## config.mk

```make
export PLATFORM = sky130hd
export DESIGN_NAME = rsa_alu
export DESIGN_NICKNAME = d
export VERILOG_FILES = /design/src/include/rsa_pkg.sv /design/src/rsa_alu.sv
export SDC_FILE = /design/constraint.sdc
export NUM_CORES = 1
export LEC_CHECK = 0
export ABC_CLOCK_PERIOD_IN_PS = 4400
export BUFFER_PORTS_ARGS = -buffer_cell sky130_fd_sc_hd__buf_4
export CAP_MARGIN = 20
export CORE_MARGIN = 2
export CORE_UTILIZATION = 45
export DETAILED_ROUTE_END_ITERATION = 6
export MAX_ROUTING_LAYER = met4
export PLACE_DENSITY = 0.75
export SLEW_MARGIN = 20
export SYNTH_ARGS = -nofsm -noshare
export SYNTH_HDL_FRONTEND = slang
export SYNTH_SLANG_ARGS = --single-unit
export TNS_END_PERCENT = 10
```

## constraint.sdc

```tcl
create_clock -name clock -period 4.4 [get_ports clock]
set_input_delay 0.88 -clock clock [delete_from_list [all_inputs] [get_ports clock]]
set_output_delay 0.88 -clock clock [all_outputs]
set_load 0.01 [all_outputs]
```

## src/include/rsa_pkg.sv

```systemverilog
package rsa_pkg;

   // register byte addresses on the bus
   localparam logic [7:0] RSA_CMD_OFS = 8'h00;
   localparam logic [7:0] RSA_WREG_OFS = 8'h04;
   localparam logic [7:0] RSA_MEM_OFS = 8'h08;
   localparam logic [7:0] RSA_FLAGS_OFS = 8'h0c;
   localparam logic [7:0] RSA_STAT_OFS = 8'h10;

   // command word fields
   localparam int RSA_OP_LSB = 0;
   localparam int RSA_BIT_LSB = 5;
   localparam int RSA_IMM_LSB = 8;

   // reset values
   localparam logic [7:0] RSA_WREG_RST = 8'h00;
   localparam logic [7:0] RSA_MEM_RST = 8'h00;
   localparam logic [15:0] RSA_CMD_RST = 16'h001f;

   // byte-set pattern and skip timing
   localparam logic [7:0] RSA_ALL_ONES = 8'hff;
   localparam int RSA_SKIP_CYCLES = 2;

   typedef enum logic [4:0] {
      rotl_thru_carry_to_w,
      rotate_right,
      rotate_right_to_w,
      rotate_right_thru_carry,
      rotate_right_thru_carry_to_w,
      minus_with_borrow,
      minus_with_borrow_imm,
      minus_with_borrow_to_mem,
      minus_plain,
      minus_imm,
      minus_to_mem,
      decrement_skip_if_zero,
      decrement_skip_if_zero_to_w,
      set_byte,
      set_bit,
      increment_skip_if_zero,
      increment_skip_if_zero_to_w,
      skip_if_bit_nonzero,
      skip_if_nonzero,
      nibble_exchange,
      nibble_exchange_to_w,
      skip_if_zero
   } rsa_op_t;

   typedef struct packed {
      logic [7:0] imm;
      logic [2:0] bit_sel;
      logic [4:0] op;
   } rsa_cmd_t;

   typedef struct packed {
      logic chained_zero_flag;
      logic sign_compare_flag;
      logic signed_wrap_flag;
      logic zero;
      logic half_carry_flag;
      logic carry;
   } rsa_flags_t;

   localparam rsa_flags_t RSA_FLAGS_RST = '0;

   typedef enum logic [1:0] {
      ST_IDLE,
      ST_EXEC,
      ST_DUMMY
   } rsa_state_t;

endpackage

```

## src/rsa_alu.sv

```systemverilog
`timescale 1ns/100ps
// Operation
// - rotate left via carry into working register
// - rotate memory right, bit0 wraps, no flags
// - rotate right into working register, no flags
// - rotate memory right through carry
// - rotate right through carry into working register
// - working minus operand minus not-carry to working
// - borrow subtract result goes to memory
// - carry cleared on negative, set otherwise
// - subtractions update all six arithmetic flags
// - decrement memory, skip when zero
// - decrement into working register, skip when zero
// - skip instructions take two cycles
// - byte set all ones, bit set one bit
// - increment memory, skip when zero
// - increment into working register, skip when zero
// - skip when selected bit is one
// - skip when byte nonzero, rewrite byte
// - plain subtract to working register
// - plain subtract result to memory
// - swap memory nibbles, no flags
// - swapped nibbles into working register
// - skip when byte is zero, rewrite byte
module rsa_alu
   import rsa_pkg::*;
(
   input wire logic clock, // core clock
   input wire logic rst, // synchronous reset, high
   input wire logic psel, // apb select
   input wire logic penable, // apb access phase
   input wire logic pwrite, // apb direction
   input wire logic [7:0] paddr, // apb byte address
   input wire logic [31:0] pwdata, // apb write data
   output logic [31:0] prdata, // apb read data
   output logic pready, // apb ready
   output logic pslverr, // apb error
   output logic busy, // instruction in flight
   output logic done, // pulse at instruction end
   output logic skip_next // next instruction is skipped
);

   ////////////////////////////////////////////////////////////////////////////
   // bus slave

   logic pready_q;
   logic pslverr_q;
   logic [31:0] prdata_q;
   logic access;
   logic fire;
   logic hit;
   logic cmd_wr;
   rsa_state_t state_q;
   rsa_cmd_t cmd_q;
   logic [7:0] wreg_q;
   logic [7:0] mem_q;
   rsa_flags_t flags_q;
   logic skip_q;
   logic done_q;

   assign access = psel && penable;
   // one wait state so every answer comes from a flop
   assign fire = access && pready_q;
   assign hit = paddr inside {RSA_CMD_OFS, RSA_WREG_OFS, RSA_MEM_OFS, RSA_FLAGS_OFS,
                              RSA_STAT_OFS};
   // take the command on the error verdict made at the first access edge, so a
   // refused command can never still launch once the dummy cycle ends
   assign cmd_wr = fire && pwrite && paddr == RSA_CMD_OFS && !pslverr_q;

   always_ff @(posedge clock) begin
      if (rst) begin
         pready_q <= 1'b0;
      end else begin
         pready_q <= access && !pready_q;
      end
   end

   always_ff @(posedge clock) begin
      if (rst) begin
         pslverr_q <= 1'b0;
         prdata_q <= 32'h0000_0000;
      end else if (access && !pready_q) begin
         // a command while busy is refused, not queued
         pslverr_q <= !hit || (pwrite && paddr == RSA_CMD_OFS && state_q != ST_IDLE);
         prdata_q <= 32'h0000_0000;
         if (!pwrite) begin
            unique case (paddr)
               RSA_CMD_OFS: prdata_q <= {16'h0000, cmd_q};
               RSA_WREG_OFS: prdata_q <= {24'h000000, wreg_q};
               RSA_MEM_OFS: prdata_q <= {24'h000000, mem_q};
               RSA_FLAGS_OFS: prdata_q <= {26'h0000000, flags_q};
               RSA_STAT_OFS: prdata_q <= {30'h00000000, skip_q, state_q != ST_IDLE};
               default: prdata_q <= 32'h0000_0000;
            endcase
         end
      end else begin
         pslverr_q <= 1'b0;
      end
   end

   assign pready = pready_q;
   assign pslverr = pslverr_q;
   assign prdata = prdata_q;

   ////////////////////////////////////////////////////////////////////////////
   // datapath

   rsa_op_t op;
   logic [7:0] opnd;
   logic bin;
   logic [8:0] diff;
   logic [4:0] ldiff;
   logic [7:0] w_d;
   logic [7:0] m_d;
   rsa_flags_t f_d;
   rsa_flags_t sub_f;
   logic skip_d;
   logic two_cycle;
   logic is_sub;
   logic chain;
   logic [7:0] inc;
   logic [7:0] dec;

   assign op = rsa_op_t'(cmd_q.op);
   assign inc = mem_q + 8'h01;
   assign dec = mem_q - 8'h01;
   assign is_sub = op inside {minus_with_borrow, minus_with_borrow_imm, minus_with_borrow_to_mem,
                              minus_plain, minus_imm, minus_to_mem};
   assign chain = op inside {minus_with_borrow, minus_with_borrow_imm, minus_with_borrow_to_mem};
   assign opnd = (op inside {minus_with_borrow_imm, minus_imm}) ? cmd_q.imm : mem_q;
   // borrow only for the with-borrow group; plain subtract ignores carry
   assign bin = chain ? !flags_q.carry : 1'b0;
   assign diff = {1'b0, wreg_q} - {1'b0, opnd} - {8'h00, bin};
   assign ldiff = {1'b0, wreg_q[3:0]} - {1'b0, opnd[3:0]} - {4'h0, bin};

   always_comb begin
      sub_f.carry = !diff[8];
      sub_f.half_carry_flag = !ldiff[4];
      sub_f.zero = diff[7:0] == 8'h00;
      sub_f.signed_wrap_flag = (wreg_q[7] ^ opnd[7]) & (wreg_q[7] ^ diff[7]);
      sub_f.sign_compare_flag = sub_f.signed_wrap_flag ^ diff[7];
      // chained zero carries the previous result across multi-byte sequences
      sub_f.chained_zero_flag = chain ? (sub_f.zero & flags_q.chained_zero_flag) : sub_f.zero;
   end

   always_comb begin
      w_d = wreg_q;
      m_d = mem_q;
      f_d = flags_q;
      skip_d = 1'b0;
      two_cycle = 1'b0;
      if (is_sub) begin
         f_d = sub_f;
      end
      unique case (op)
         rotl_thru_carry_to_w: begin
            w_d = {mem_q[6:0], flags_q.carry};
            f_d.carry = mem_q[7];
         end
         rotate_right: m_d = {mem_q[0], mem_q[7:1]};
         rotate_right_to_w: w_d = {mem_q[0], mem_q[7:1]};
         rotate_right_thru_carry: begin
            m_d = {flags_q.carry, mem_q[7:1]};
            f_d.carry = mem_q[0];
         end
         rotate_right_thru_carry_to_w: begin
            w_d = {flags_q.carry, mem_q[7:1]};
            f_d.carry = mem_q[0];
         end
         minus_with_borrow, minus_with_borrow_imm: w_d = diff[7:0];
         minus_with_borrow_to_mem: m_d = diff[7:0];
         minus_plain, minus_imm: w_d = diff[7:0];
         minus_to_mem: m_d = diff[7:0];
         decrement_skip_if_zero: begin
            m_d = dec;
            skip_d = dec == 8'h00;
            two_cycle = 1'b1;
         end
         decrement_skip_if_zero_to_w: begin
            w_d = dec;
            skip_d = dec == 8'h00;
            two_cycle = 1'b1;
         end
         set_byte: m_d = RSA_ALL_ONES;
         set_bit: m_d[cmd_q.bit_sel] = 1'b1;
         increment_skip_if_zero: begin
            m_d = inc;
            skip_d = inc == 8'h00;
            two_cycle = 1'b1;
         end
         increment_skip_if_zero_to_w: begin
            w_d = inc;
            skip_d = inc == 8'h00;
            two_cycle = 1'b1;
         end
         skip_if_bit_nonzero: begin
            skip_d = mem_q[cmd_q.bit_sel];
            two_cycle = 1'b1;
         end
         skip_if_nonzero: begin
            m_d = mem_q;
            skip_d = mem_q != 8'h00;
            two_cycle = 1'b1;
         end
         nibble_exchange: m_d = {mem_q[3:0], mem_q[7:4]};
         nibble_exchange_to_w: w_d = {mem_q[3:0], mem_q[7:4]};
         skip_if_zero: begin
            m_d = mem_q;
            skip_d = mem_q == 8'h00;
            two_cycle = 1'b1;
         end
         // unused opcodes behave as a no-op
         default: w_d = wreg_q;
      endcase
   end

   ////////////////////////////////////////////////////////////////////////////
   // sequencing

   always_ff @(posedge clock) begin
      if (rst) begin
         state_q <= ST_IDLE;
      end else begin
         unique case (state_q)
            ST_IDLE: if (cmd_wr) state_q <= ST_EXEC;
            ST_EXEC: state_q <= two_cycle ? ST_DUMMY : ST_IDLE;
            ST_DUMMY: state_q <= ST_IDLE;
            default: state_q <= ST_IDLE;
         endcase
      end
   end

   always_ff @(posedge clock) begin
      if (rst) begin
         cmd_q <= RSA_CMD_RST;
      end else if (cmd_wr) begin
         cmd_q <= pwdata[15:0];
      end
   end

   // software writes land only while idle, so they never race a result
   always_ff @(posedge clock) begin
      if (rst) begin
         wreg_q <= RSA_WREG_RST;
      end else if (state_q == ST_EXEC) begin
         wreg_q <= w_d;
      end else if (fire && pwrite && paddr == RSA_WREG_OFS && state_q == ST_IDLE) begin
         wreg_q <= pwdata[7:0];
      end
   end

   always_ff @(posedge clock) begin
      if (rst) begin
         mem_q <= RSA_MEM_RST;
      end else if (state_q == ST_EXEC) begin
         mem_q <= m_d;
      end else if (fire && pwrite && paddr == RSA_MEM_OFS && state_q == ST_IDLE) begin
         mem_q <= pwdata[7:0];
      end
   end

   always_ff @(posedge clock) begin
      if (rst) begin
         flags_q <= RSA_FLAGS_RST;
      end else if (state_q == ST_EXEC) begin
         flags_q <= f_d;
      end else if (fire && pwrite && paddr == RSA_FLAGS_OFS && state_q == ST_IDLE) begin
         flags_q <= pwdata[5:0];
      end
   end

   always_ff @(posedge clock) begin
      if (rst) begin
         skip_q <= 1'b0;
         done_q <= 1'b0;
      end else begin
         if (state_q == ST_EXEC) begin
            skip_q <= skip_d;
         end else if (cmd_wr) begin
            skip_q <= 1'b0;
         end
         done_q <= (state_q == ST_EXEC && !two_cycle) || state_q == ST_DUMMY;
      end
   end

   logic busy_q;
   always_ff @(posedge clock) begin
      if (rst) begin
         busy_q <= 1'b0;
      end else begin
         busy_q <= cmd_wr || (state_q == ST_EXEC && two_cycle);
      end
   end

   assign busy = busy_q;
   assign done = done_q;
   assign skip_next = skip_q;
endmodule

```

; ---- Word-level counts from Yosys, hierarchy flattened
; Cells that the tools add are included.
[totals]
out_inout_bits = 37
latchBits = 0
in_bits = 45
ramBits = 0
reg_bits = 77
rom_bits = 0
memories = 0
wordCells = 146
[op_classes]
n_addsub = 6
reduce_logical = 55
multipliers = 0
div = 0
shift = 0
bitwise = 7
n_mux = 26
n_lt_le_gt_ge = 2
n_eq_ne = 32
[op_table]
columns = cell, n
row1 = case mux 16 bit (5 select lines), 1
row2 = case mux 8 bit (8 select lines), 1
row3 = case mux 8 bit (7 select lines), 1
row4 = "== test 5 x 4 -> 1 bit, second input constant", 8
row5 = logical NOT 8 bit, 5
row6 = two-way mux 8 bit, 5
row7 = "== test 5 bit, second input constant", 6
row8 = "== test 5 x 3 -> 1 bit, second input constant", 4
row9 = two-way mux 6 bit, 3
row10 = logical AND 1 bit, 17
row11 = "== test 8 x 4 -> 1 bit, second input constant", 2
row12 = two-way mux 16 bit, 1
row13 = nonzero test 2 bit, 6
row14 = "== test 5 x 2 -> 1 bit, second input constant", 2
row15 = OR reduction 2 bit, 5
row16 = "!= test 9 x 2 -> 1 bit, second input constant", 1
row17 = subtractor 8 x 8 -> 9 bit, 1
row18 = subtractor 9 x 1 -> 9 bit, 1
row19 = "adder 8 x 1 -> 8 bit, second input constant", 1
row20 = "== test 8 x 3 -> 1 bit, second input constant", 1
row21 = "== test 8 x 5 -> 1 bit, second input constant", 1
row22 = "!= test 8 x 2 -> 1 bit, second input constant", 1
row23 = OR 8 bit, 1
row24 = AND reduction 2 bit, 4
row25 = other kinds (30), 49

; ---- Longest topological paths before layout
; Gate-level depths: netlist of the first run.
[depth]
depth_word = 11
ltp_mapped = 18
mapped_depth_nobuf = 15

; ---- Worst setup path before layout of the first run
; OpenSTA, ideal clock, no wires.
[synth_path]
kind = register to register
from = register cmd_q, in the netlist op[4]
to = register flags_q[5] (netlist name)
synth_period_minus_slack_ns = 3.512
path_slack_ns = 0.888
arrival_ns = 3.421
path_stages_with_launch = 16
path_buffers = 4
cell_sequence = dfxtp_1 > buf_2 > buf_1 > clkbuf_1 > nor2_1 > buf_2 > nand2_1 > o21ai_0 > fa_1 > fa_1 > a21bo_2 > nor2b_1 > xnor2_1 > nor4_1 > nand4_1 > a311oi_1
[synth_between]
elab_chain_cells = 10
[synth_lines]
columns = item, line
row1 = start: declaration, rsa_alu.sv:54  ; rsa_cmd_t cmd_q;
row2 = start signal: assignment, rsa_alu.sv:237  ; cmd_q <= pwdata[15:0];
row3 = == test 5 x 3 -> 1 bit or == test 5 x 4 -> 1 bit (tied branches), "rsa_alu.sv:127, rsa_alu.sv:129, rsa_alu.sv:130"
row4 = nonzero test 2 bit, rsa_alu.sv:130  ; assign opnd = (op inside {minus_with_borrow_imm, minus_imm}) ? cmd_q.imm : mem_q;
row5 = two-way mux 8 bit, rsa_alu.sv:130
row6 = subtractor 8 x 8 -> 9 bit, rsa_alu.sv:133  ; assign diff = {1'b0, wreg_q} - {1'b0, opnd} - {8'h00, bin};
row7 = subtractor 9 x 1 -> 9 bit, rsa_alu.sv:133
row8 = logical NOT 8 bit, rsa_alu.sv:139  ; sub_f.zero = diff[7:0] == 8'h00;
row9 = AND 1 bit, rsa_alu.sv:143  ; sub_f.chained_zero_flag = chain ? (sub_f.zero & flags_q.chained_zero_flag) : sub_f.zero;
row10 = two-way mux 1 bit, rsa_alu.sv:143
row11 = two-way mux 6 bit, rsa_alu.sv:152  ; if (is_sub) begin
row12 = two-way mux 6 bit, rsa_alu.sv:265  ; end else if (state_q == ST_EXEC) begin
row13 = end signal: assignment, rsa_alu.sv:268  ; flags_q <= pwdata[5:0];
row14 = end: declaration, rsa_alu.sv:57  ; rsa_flags_t flags_q;
; Parallel ways exist; a longest one is shown, timed or not. The select of a mux whose other input is x is not followed.
; A chain may end at the register's enable or synchronous reset.

; ---- Worst setup path in the final report of the first run
[layout_path]
from = register cmd_q, in the netlist op[2]
to = register flags_q[5] (netlist name)
; Same word-level chain as after synthesis.

==> flow_summary_export.csv, run 1 <==
group,metric,value,unit
status,outcome,"complete, no violations",
floorplan,dieArea,0.0129,mm²
sta,slew_viol_final,0,
sta,tightest_slew,967,ps
global_route,grt_pass1_wl,31300,µm
sta,rsz0062_at_grt,"no",
cts,clk_latency,330,ps
synth,yosysSeqAreaShare,0.226,
critical_path,reg2reg_to,"flags_q[5]",
pwr,leakage,2.34,nW
synth,ys_ff_latch,61,
synth,yosys.area_share.adder,0.0535,
critical_path,start_kind,"register",
final_layout,antenna_cells,0,
global_route,grt_pass1_vias,5504,
sta,fin_worst_skew,2.31,ps
synth,synth_edf_count,0,
synth,synth_mux_area_frac,0.0500,
global_route,antenna_found_initial,0,
sta,fin_crit,3690,ps
sta,setup_viol,0,
cts,cts_max_path_buffers,2,
critical_path,required,4640,ps
sta,hold_ws,468,ps
place,hpwl,14500,µm
cts,clk_pin_slew,50,ps
sta,max-slew-margin-rel,0.350,
critical_path,endpoint_kind,"register",
floorplan,core_area,0.0119,mm²
critical_path,critical_path_class,"register to register",
synth,yosysWarnings,0,
floorplan,fp.dieW,114,µm
final_layout,layout_commonest_cell,"nand2_1",
pwr,ir_worst_vdd,188,µV
place,gp_congestion,1.07,
global_route,grtUsageTotal,0.320,
synth,async_flop_share,0,
route,dr.pass1.iters,6,
route,dr_total_vias,5906,
sta,final.setup.tns,0,ps
synth,yosys.area_share.simple,0.259,
synth,synth_ff_type,"dfxtp_1",
cts,root_buffer,"clkbuf_16",
cts,ctsHoldBuffers,0,
cts,post_cts_buffers,0,
critical_path,r2r-start,"op[2]",
floorplan,rows,40,
floorplan,initial_core_util,0.456,
sta,hold_viol_final,0,
hold_path,min-delay-start,"cmd_q[15]",
sta,fmax,0.271,GHz
final_layout,drive_gt1_frac,0.153,
final_layout,nFillCells,1147,
synth,synth_top_family_by_area,"compound AO/OA/AOI/OAI gates",
route,wl_per_cell,22.5,µm
final_layout,nets,809,
job,max-cap-violations,0,
critical_path,ff2ff_setup_slack,710,ps
floorplan,fp.dieH,114,µm
critical_path,cp_max_fo,22,
sta,min_period_over_period,0.839,
route,drcViolationCount,0,
synth,avgSynthCellArea,7.48,µm²
place,io_buffers,49,
cts,ctsResizeCount,0,
final_layout,final_cell_mix,"nand2_1 (77), buf_4 (69), nor2_1 (63)",
synth,synth-compound-area-share,0.283,
cts,cts_tree,"done",
route,vias_per_cell,6.61,
cts,cts.sinks,61,
cts,cts_htree_levels,3,
global_route,grt_max_degree,50,
synth,synth_xor_xnor_area_share,0.0324,
synth,syn_inst,723,
pwr,power_density,210,mW/mm²
route,routed_wl,20100,µm
cts,numCtsBuffers,9,
route,drt_iter0_markers,782,
floorplan,io_pins,82,
global_route,grt_overflow,0,
critical_path,r2r_cells,13,
hold_path,hold_class,"register to register",
hold_path,holdPathEnd,"cmd_q[15]",
synth,synth_area,0.00541,mm²
critical_path,arrival,3930,ps
hold_path,min_path_cells,2,
synth,synth_cell_types,88,
route,drtAntennaViolNets,0,
final_layout,area_growth,11.9,%
[sequential cells by signal (all words and copies together), names as in the netlist]
register   cells
mem_q          8
busy           1
skip_next      1
op             5
state_q        2
prdata        16
flags_q        6
done           1
wreg_q         8
pready         1
pslverr        1
cmd_q         11
[cell families after synthesis]
group / count (synthesis)
xor gates and xnor gates: 20
muxes: 19
other: 1
and+or+nand+nor: 274
buffers and inverters: 111
adders and majority gates: 22
AOI/OAI and AO/OA: 215
DFF: 61
[final cells by class]
cell class / instances / area, µm² / area share
clock inverters: 2 / 10.0 / 0.00165
repair buffers: 69 / 518 / 0.0856
flip-flops and latches: 61 / 1220 / 0.202
clock buffers: 12 / 256 / 0.0424
multi-input cells: 566 / 3720 / 0.616
inverters: 36 / 135 / 0.0223
well taps: 147 / 184 / 0.0304
[stage by stage]
stage | worst slack [ps] | area, µm² | std cells | power (mW) | util
finish | 706 | 6050 | 893 | 1.27 | 0.510
global route | 374 | 6050 | 893 | 1.30 | 0.510
CTS | 767 | 6050 | 893 | 1.27 | 0.510
detailed placement | 801 | 5780 | 879 | 0.635 | 0.487
global placement | 897 | 5780 | 879 | 0.634 | 0.487
floorplan | 888 | 5460 | 738 | 0.613 | -
[metal layers]
layer  track usage  share of wire  vias up
met1         0.434           0.43     2787
met2         0.474           0.44      364
met3        0.0675           0.10       62
met5             -              0        -
met4         0.110          0.032        0
li1              -              -     2693
[cell usage after synthesis, drive strengths merged, types with 12 or more instances]
cell / instances / area [µm²]
dfxtp: 61 / 1220
nor2: 65 / 249
a221oi: 12 / 105
inv: 36 / 135
a22oi: 21 / 158
ha: 19 / 238
clkbuf: 27 / 101
buf: 48 / 280
o221ai: 13 / 114
nand2: 77 / 289
nor3: 32 / 203
nor2b: 12 / 77.6
nor4: 13 / 93.8
nand3: 24 / 120
o21ai: 30 / 150
a21oi: 47 / 235
xnor2: 14 / 123
[power breakdown]
group | total [mW] | switching (mW) | internal, mW
logic | 0.0711 | 0.0438 | 0.0273
registers | 0.555 | 0.000720 | 0.554
clock network | 0.645 | 0.242 | 0.403
[worst max path at each step]
stage | from | end | slack (ps) | depth (start not counted)
2_1_floorplan | op[4] | flags_q[5] | 890 | 15
6_report | op[2] | flags_q[5] | 710 | 13
5_1_grt | op[2] | flags_q[5] | 370 | 13
4_1_cts | op[2] | flags_q[5] | 770 | 13
3_3_place_gp | op[2] | flags_q[5] | 900 | 12
3_5_place_dp | op[2] | flags_q[5] | 800 | 13
[critical path, stage by stage (launching register included)]
cell and delay [ps]:
dfxtp_1 520, buf_4 310, nand2b_1 150, nor4_1 230, buf_4 190, fa_1 440, inv_1 90, ha_1 150
o21ai_0 130, a311oi_1 330, xor2_1 200, nor4_1 370, nand4_1 170, a311oi_1 300
Note: power is estimated with default switching activity, not from simulation.
==> run 2, diff against run 1 <==
Settings changed: ABC_CLOCK_PERIOD_IN_PS 4400 to 3850.
Clock period 4.4 ns to 3.85 ns, I/O delays scaled along.
==> flow_summary_export.csv, run 2 (synthesized netlist as in run 1, its figures left out) <==
group,metric,value,unit
final_layout,final_cell_mix,"nand2_1 (77), buf_4 (76), nor2_1 (63)",
critical_path,cp_max_fo,12,
sta,final.setup.tns,0,ps
sta,fmax,0.277,GHz
route,drt_iter0_markers,870,
final_layout,nFillCells,1122,
floorplan,fp.dieH,114,µm
cts,cts_max_path_buffers,2,
place,place_ws,253,ps
global_route,grt_pass1_vias,5501,
job,max-cap-violations,0,
critical_path,arrival,3850,ps
pwr,p_int,1.19,mW
sta,max-slew-margin-rel,0.385,
place,hpwl,14200,µm
hold_path,hold_class,"register to register",
route,dr.pass1.iters,6,
global_route,grt_pass1_wl,30400,µm
pwr,power_density,250,mW/mm²
critical_path,required,4090,ps
cts,numCtsBuffers,9,
cts,cts_htree_levels,3,
route,wl_per_cell,21.9,µm
final_layout,antenna_cells,0,
floorplan,core_area,0.0119,mm²
sta,slew_viol_final,0,
final_layout,area_growth,13.8,%
route,drtAntennaViolNets,0,
global_route,grt_max_degree,50,
status,outcome,"complete, no violations",
cts,root_buffer,"clkbuf_16",
floorplan,rows,40,
final_layout,largest_register_ffs,16,
global_route,grtUsageTotal,0.308,
sta,fin_crit,3610,ps
cts,post_cts_buffers,0,
floorplan,fp.dieW,114,µm
critical_path,critical_path_class,"register to register",
sta,tightest_slew,913,ps
pwr,ir_worst_vdd,194,µV
final_layout,nets,816,
sta,min_period_over_period,0.938,
route,routed_wl,19800,µm
final_layout,drive_gt1_frac,0.167,
critical_path,start_kind,"register",
pwr,pwr-share-comb,0.054,
global_route,antenna_found_initial,0,
route,drcViolationCount,0,
sta,rsz0062_at_grt,"no",
floorplan,dieArea,0.0129,mm²
global_route,grt_overflow,0,
final_layout,fin_area,0.00615,mm²
cts,cts.sinks,61,
sta,hold_viol_final,0,
pwr,switchingPower,0.346,mW
sta,finalWorstSetupSlack,237,ps
place,placed_area,0.00583,mm²
sta,setup_viol,0,
sta,fin_worst_skew,5.74,ps
pwr,pwr-share-clk,0.535,
place,gp_congestion,1.01,
place,io_buffers,49,
final_layout,layout_commonest_cell,"nand2_1",
cts,clk_latency,330,ps
floorplan,initial_core_util,0.456,
pwr,leakage,2.39,nW
pwr,switching_share,0.225,
critical_path,endpoint_kind,"register",
pwr,share_seq_of_total_power,0.411,
cts,clk_pin_slew,60,ps
cts,cts_tree,"done",
floorplan,io_pins,82,
route,dr_total_vias,6076,
route,vias_per_cell,6.74,
## run 2: cell count changes in the layout (fill, tap and decap cells not counted)
cell	before	now
nor2b_2	1	2
clkinvlp_4	0	1
o21ai_1	2	3
xnor2_1	14	13
o21ai_0	28	27
bufinv_16	0	1
buf_4	69	76
clkbuf_1	1	0
nor4_1	11	10
nor4_2	2	3
xnor2_2	0	1
nor2b_1	11	10
## run 2: per-stage QoR
step,utilization,hold WS (ps),power [mW],std cells
6_report,0.519,480,1.54,901
4_1_cts,0.517,480,1.54,901
3_3_place_gp,0.492,465,0.726,886
5_1_grt,0.519,510,1.58,901
2_1_floorplan,-,441,0.700,738
3_5_place_dp,0.492,473,0.727,886
## run 2: path summary, 6_finish.rpt
path         startpoint    endpoint  slack [ps]  cells after the start
max               op[0]  flags_q[5]         240                     14
max reg2reg       op[0]  flags_q[5]         240                     14
min           cmd_q[14]   cmd_q[14]         480                      2
min reg2reg   cmd_q[14]   cmd_q[14]         480                      2
## run 2: critical path: stages, from the launching register on
cell      delay, ps
dfxtp_1         370
nand2b_1        170
nor2_1           50
a32oi_1         160
nor2_1           60
buf_4           190
nand2_1          80
o21ai_1          80
fa_1            430
fa_1            430
a21bo_2         260
a211oi_1        410
xnor2_1         280
nand4_1         250
a311oi_1        300
## run 2: power groups by stage
stage	clock (mW)	combinational, mW	sequential (mW)
2_1_floorplan	0	0.0532	0.647
3_3_place_gp	0	0.0790	0.647
3_5_place_dp	0	0.0804	0.647
4_1_cts	0.821	0.0810	0.633
5_1_grt	0.856	0.0887	0.633
6_report	0.825	0.0825	0.633
## run 2: final cells by class
type,instances,area [µm²],share of cell area
repair buffers,76,571,0.0928
clock buffers,11,253,0.0411
clock inverters,4,47.5,0.00773
flip-flops and latches,61,1220,0.199
well taps,147,184,0.0299
multi-input cells,566,3740,0.608
inverters,36,135,0.0220
## run 2: routing by layer
metal / wire length (µm) / up-vias / track usage
li1: - / 2712 / -
met1: 8000 / 2873 / 0.413
met2: 8910 / 417 / 0.467
met3: 2100 / 74 / 0.0584
met4: 745 / 0 / 0.108
met5: 0 / - / -
## run 2: repair_timing
action | in CTS | in global routing
endpoints found under the setup margin | 0 | 4
hold buffers | 0 | 0
resized for setup | 0 | 4
==> run 3, diff against run 2 <==
Settings changed: MAX_ROUTING_LAYER met4 to default.
==> flow_summary_export.csv, run 3 (synthesized netlist as in run 1, its figures left out) <==
group,metric,value,unit
hold_path,min-delay-start,"cmd_q[11]",
critical_path,ff2ff_setup_slack,210,ps
final_layout,ff_latch_area,0.00122,mm²
pwr,pwr-share-comb,0.053,
pwr,share_seq_of_total_power,0.412,
hold_path,min_path_cells,2,
final_layout,final_cells,899,
pwr,switching_share,0.231,
cts,clk_latency,340,ps
hold_path,hold_class,"register to register",
sta,slew_viol_final,0,
critical_path,start_kind,"register",
final_layout,nets,813,
final_layout,post-route-util,0.517,
global_route,grt_pass1_wl,30400,µm
critical_path,endpoint_kind,"register",
status,outcome,"complete, no violations",
cts,ctsHoldBuffers,0,
global_route,grtUsageTotal,0.299,
sta,final.setup.tns,0,ps
sta,finalWorstSetupSlack,208,ps
final_layout,area_growth,13.4,%
pwr,leakage,2.36,nW
floorplan,rows,40,
pwr,ir_worst_vdd,217,µV
sta,min_period_over_period,0.946,
floorplan,fp.dieW,114,µm
place,io_buffers,49,
global_route,grt_pass1_vias,5556,
critical_path,cp_max_fo,12,
route,dr_total_vias,6069,
cts,post_cts_buffers,0,
sta,setup_viol,0,
cts,clk_pin_slew,50,ps
pwr,p_int,1.18,mW
final_layout,final_cell_mix,"nand2_1 (77), buf_4 (73), nor2_1 (63)",
final_layout,drive_gt1_frac,0.162,
critical_path,required,4090,ps
route,drt_iter0_markers,1037,
pwr,pwr-share-clk,0.535,
route,drcViolationCount,0,
floorplan,dieArea,0.0129,mm²
route,drtAntennaViolNets,0,
global_route,antenna_found_initial,0,
final_layout,largest_register_ffs,16,
final_layout,nFillCells,1137,
sta,fin_crit,3640,ps
cts,cts_htree_levels,3,
cts,numCtsBuffers,9,
floorplan,core_area,0.0119,mm²
place,hpwl,13900,µm
global_route,grt_max_degree,50,
place,place_ws,236,ps
sta,fmax,0.275,GHz
critical_path,critical_path_class,"register to register",
pwr,power_density,251,mW/mm²
route,wl_per_cell,21.6,µm
route,vias_per_cell,6.75,
critical_path,r2r_cells,15,
place,post-place-cells,883,
pwr,power,1.54,mW
cts,cts_max_path_buffers,2,
cts,cts.sinks,61,
job,max-cap-violations,0,
route,routed_wl,19400,µm
critical_path,r2r-start,"op[1]",
pwr,switchingPower,0.356,mW
critical_path,arrival,3880,ps
sta,hold_viol_final,0,
final_layout,multi_input_area,0.00374,mm²
hold_path,holdPathEnd,"cmd_q[11]",
floorplan,initial_core_util,0.456,
final_layout,antenna_cells,0,
route,dr.pass1.iters,5,
sta,tightest_slew,995,ps
critical_path,crit_start,"op[1]",
floorplan,io_pins,82,
global_route,grt_overflow,0,
sta,max-slew-margin-rel,0.334,
place,gp_congestion,0.984,
critical_path,reg2reg_to,"flags_q[5]",
sta,fin_worst_skew,5.28,ps
final_layout,layout_commonest_cell,"nand2_1",
sta,rsz0062_at_grt,"no",
floorplan,fp.dieH,114,µm
cts,cts_tree,"done",
cts,root_buffer,"clkbuf_16",
## run 3: timing repair
action	in CTS	in global routing
resized for setup	0	3
hold endpoints to repair	0	0
endpoints found under the setup margin	0	2
## run 3: cell type report
cell class                 instances  area share
sequential                        61       0.199
clock buffer                      11      0.0396
multi-input combinational        566       0.610
clock inverter                     5     0.00980
inverter                          36      0.0221
tap                              147      0.0300
timing repair buffer              73      0.0894
## run 3: worst max-delay path by stage
stage	end	slack (ps)	cells past startpoint
finish	flags_q[5]	210	15
global route	flags_q[5]	20	15
CTS	flags_q[5]	130	14
detailed placement	flags_q[5]	240	14
global placement	flags_q[2]	290	15
floorplan	flags_q[5]	340	15
## run 3: stage by stage
step,area [µm²],hold slack (ps)
after floorplan,5460,441
after global placement,5810,462
after detailed placement,5810,468
after CTS,6110,476
after global routing,6130,511
final,6130,478
## run 3: power groups by stage
| stage | logic, mW | clock network, mW | registers [mW] |
|---|---|---|---|
| after CTS | 0.0804 | 0.825 | 0.633 |
| after global placement | 0.0788 | 0 | 0.647 |
| final | 0.0822 | 0.823 | 0.633 |
| after global routing | 0.0885 | 0.853 | 0.633 |
| after floorplan | 0.0532 | 0 | 0.647 |
| after detailed placement | 0.0800 | 0 | 0.647 |
## run 3: worst max-delay path, cell delays in order, from the launching register on
cell	delay (ps)
dfxtp_1	410
nand2b_1	110
nor2_1	100
a32oi_1	60
nor2_1	180
buf_4	230
mux2_2	350
ha_1	270
inv_1	40
ha_1	330
a21bo_2	220
nor2b_1	230
xnor2_1	180
nor4_2	280
nand4_1	200
a311oi_1	340
## run 3: per-layer routing
layer  routed length, µm  part of all wire  GRT usage  up-vias
met5                   0                 0          0        -
met4                 752             0.039      0.104        0
met3                2090              0.11     0.0733       74
met2                8780              0.45      0.470      439
met1                7790              0.40      0.403     2851
li1                    -                 -          -     2705
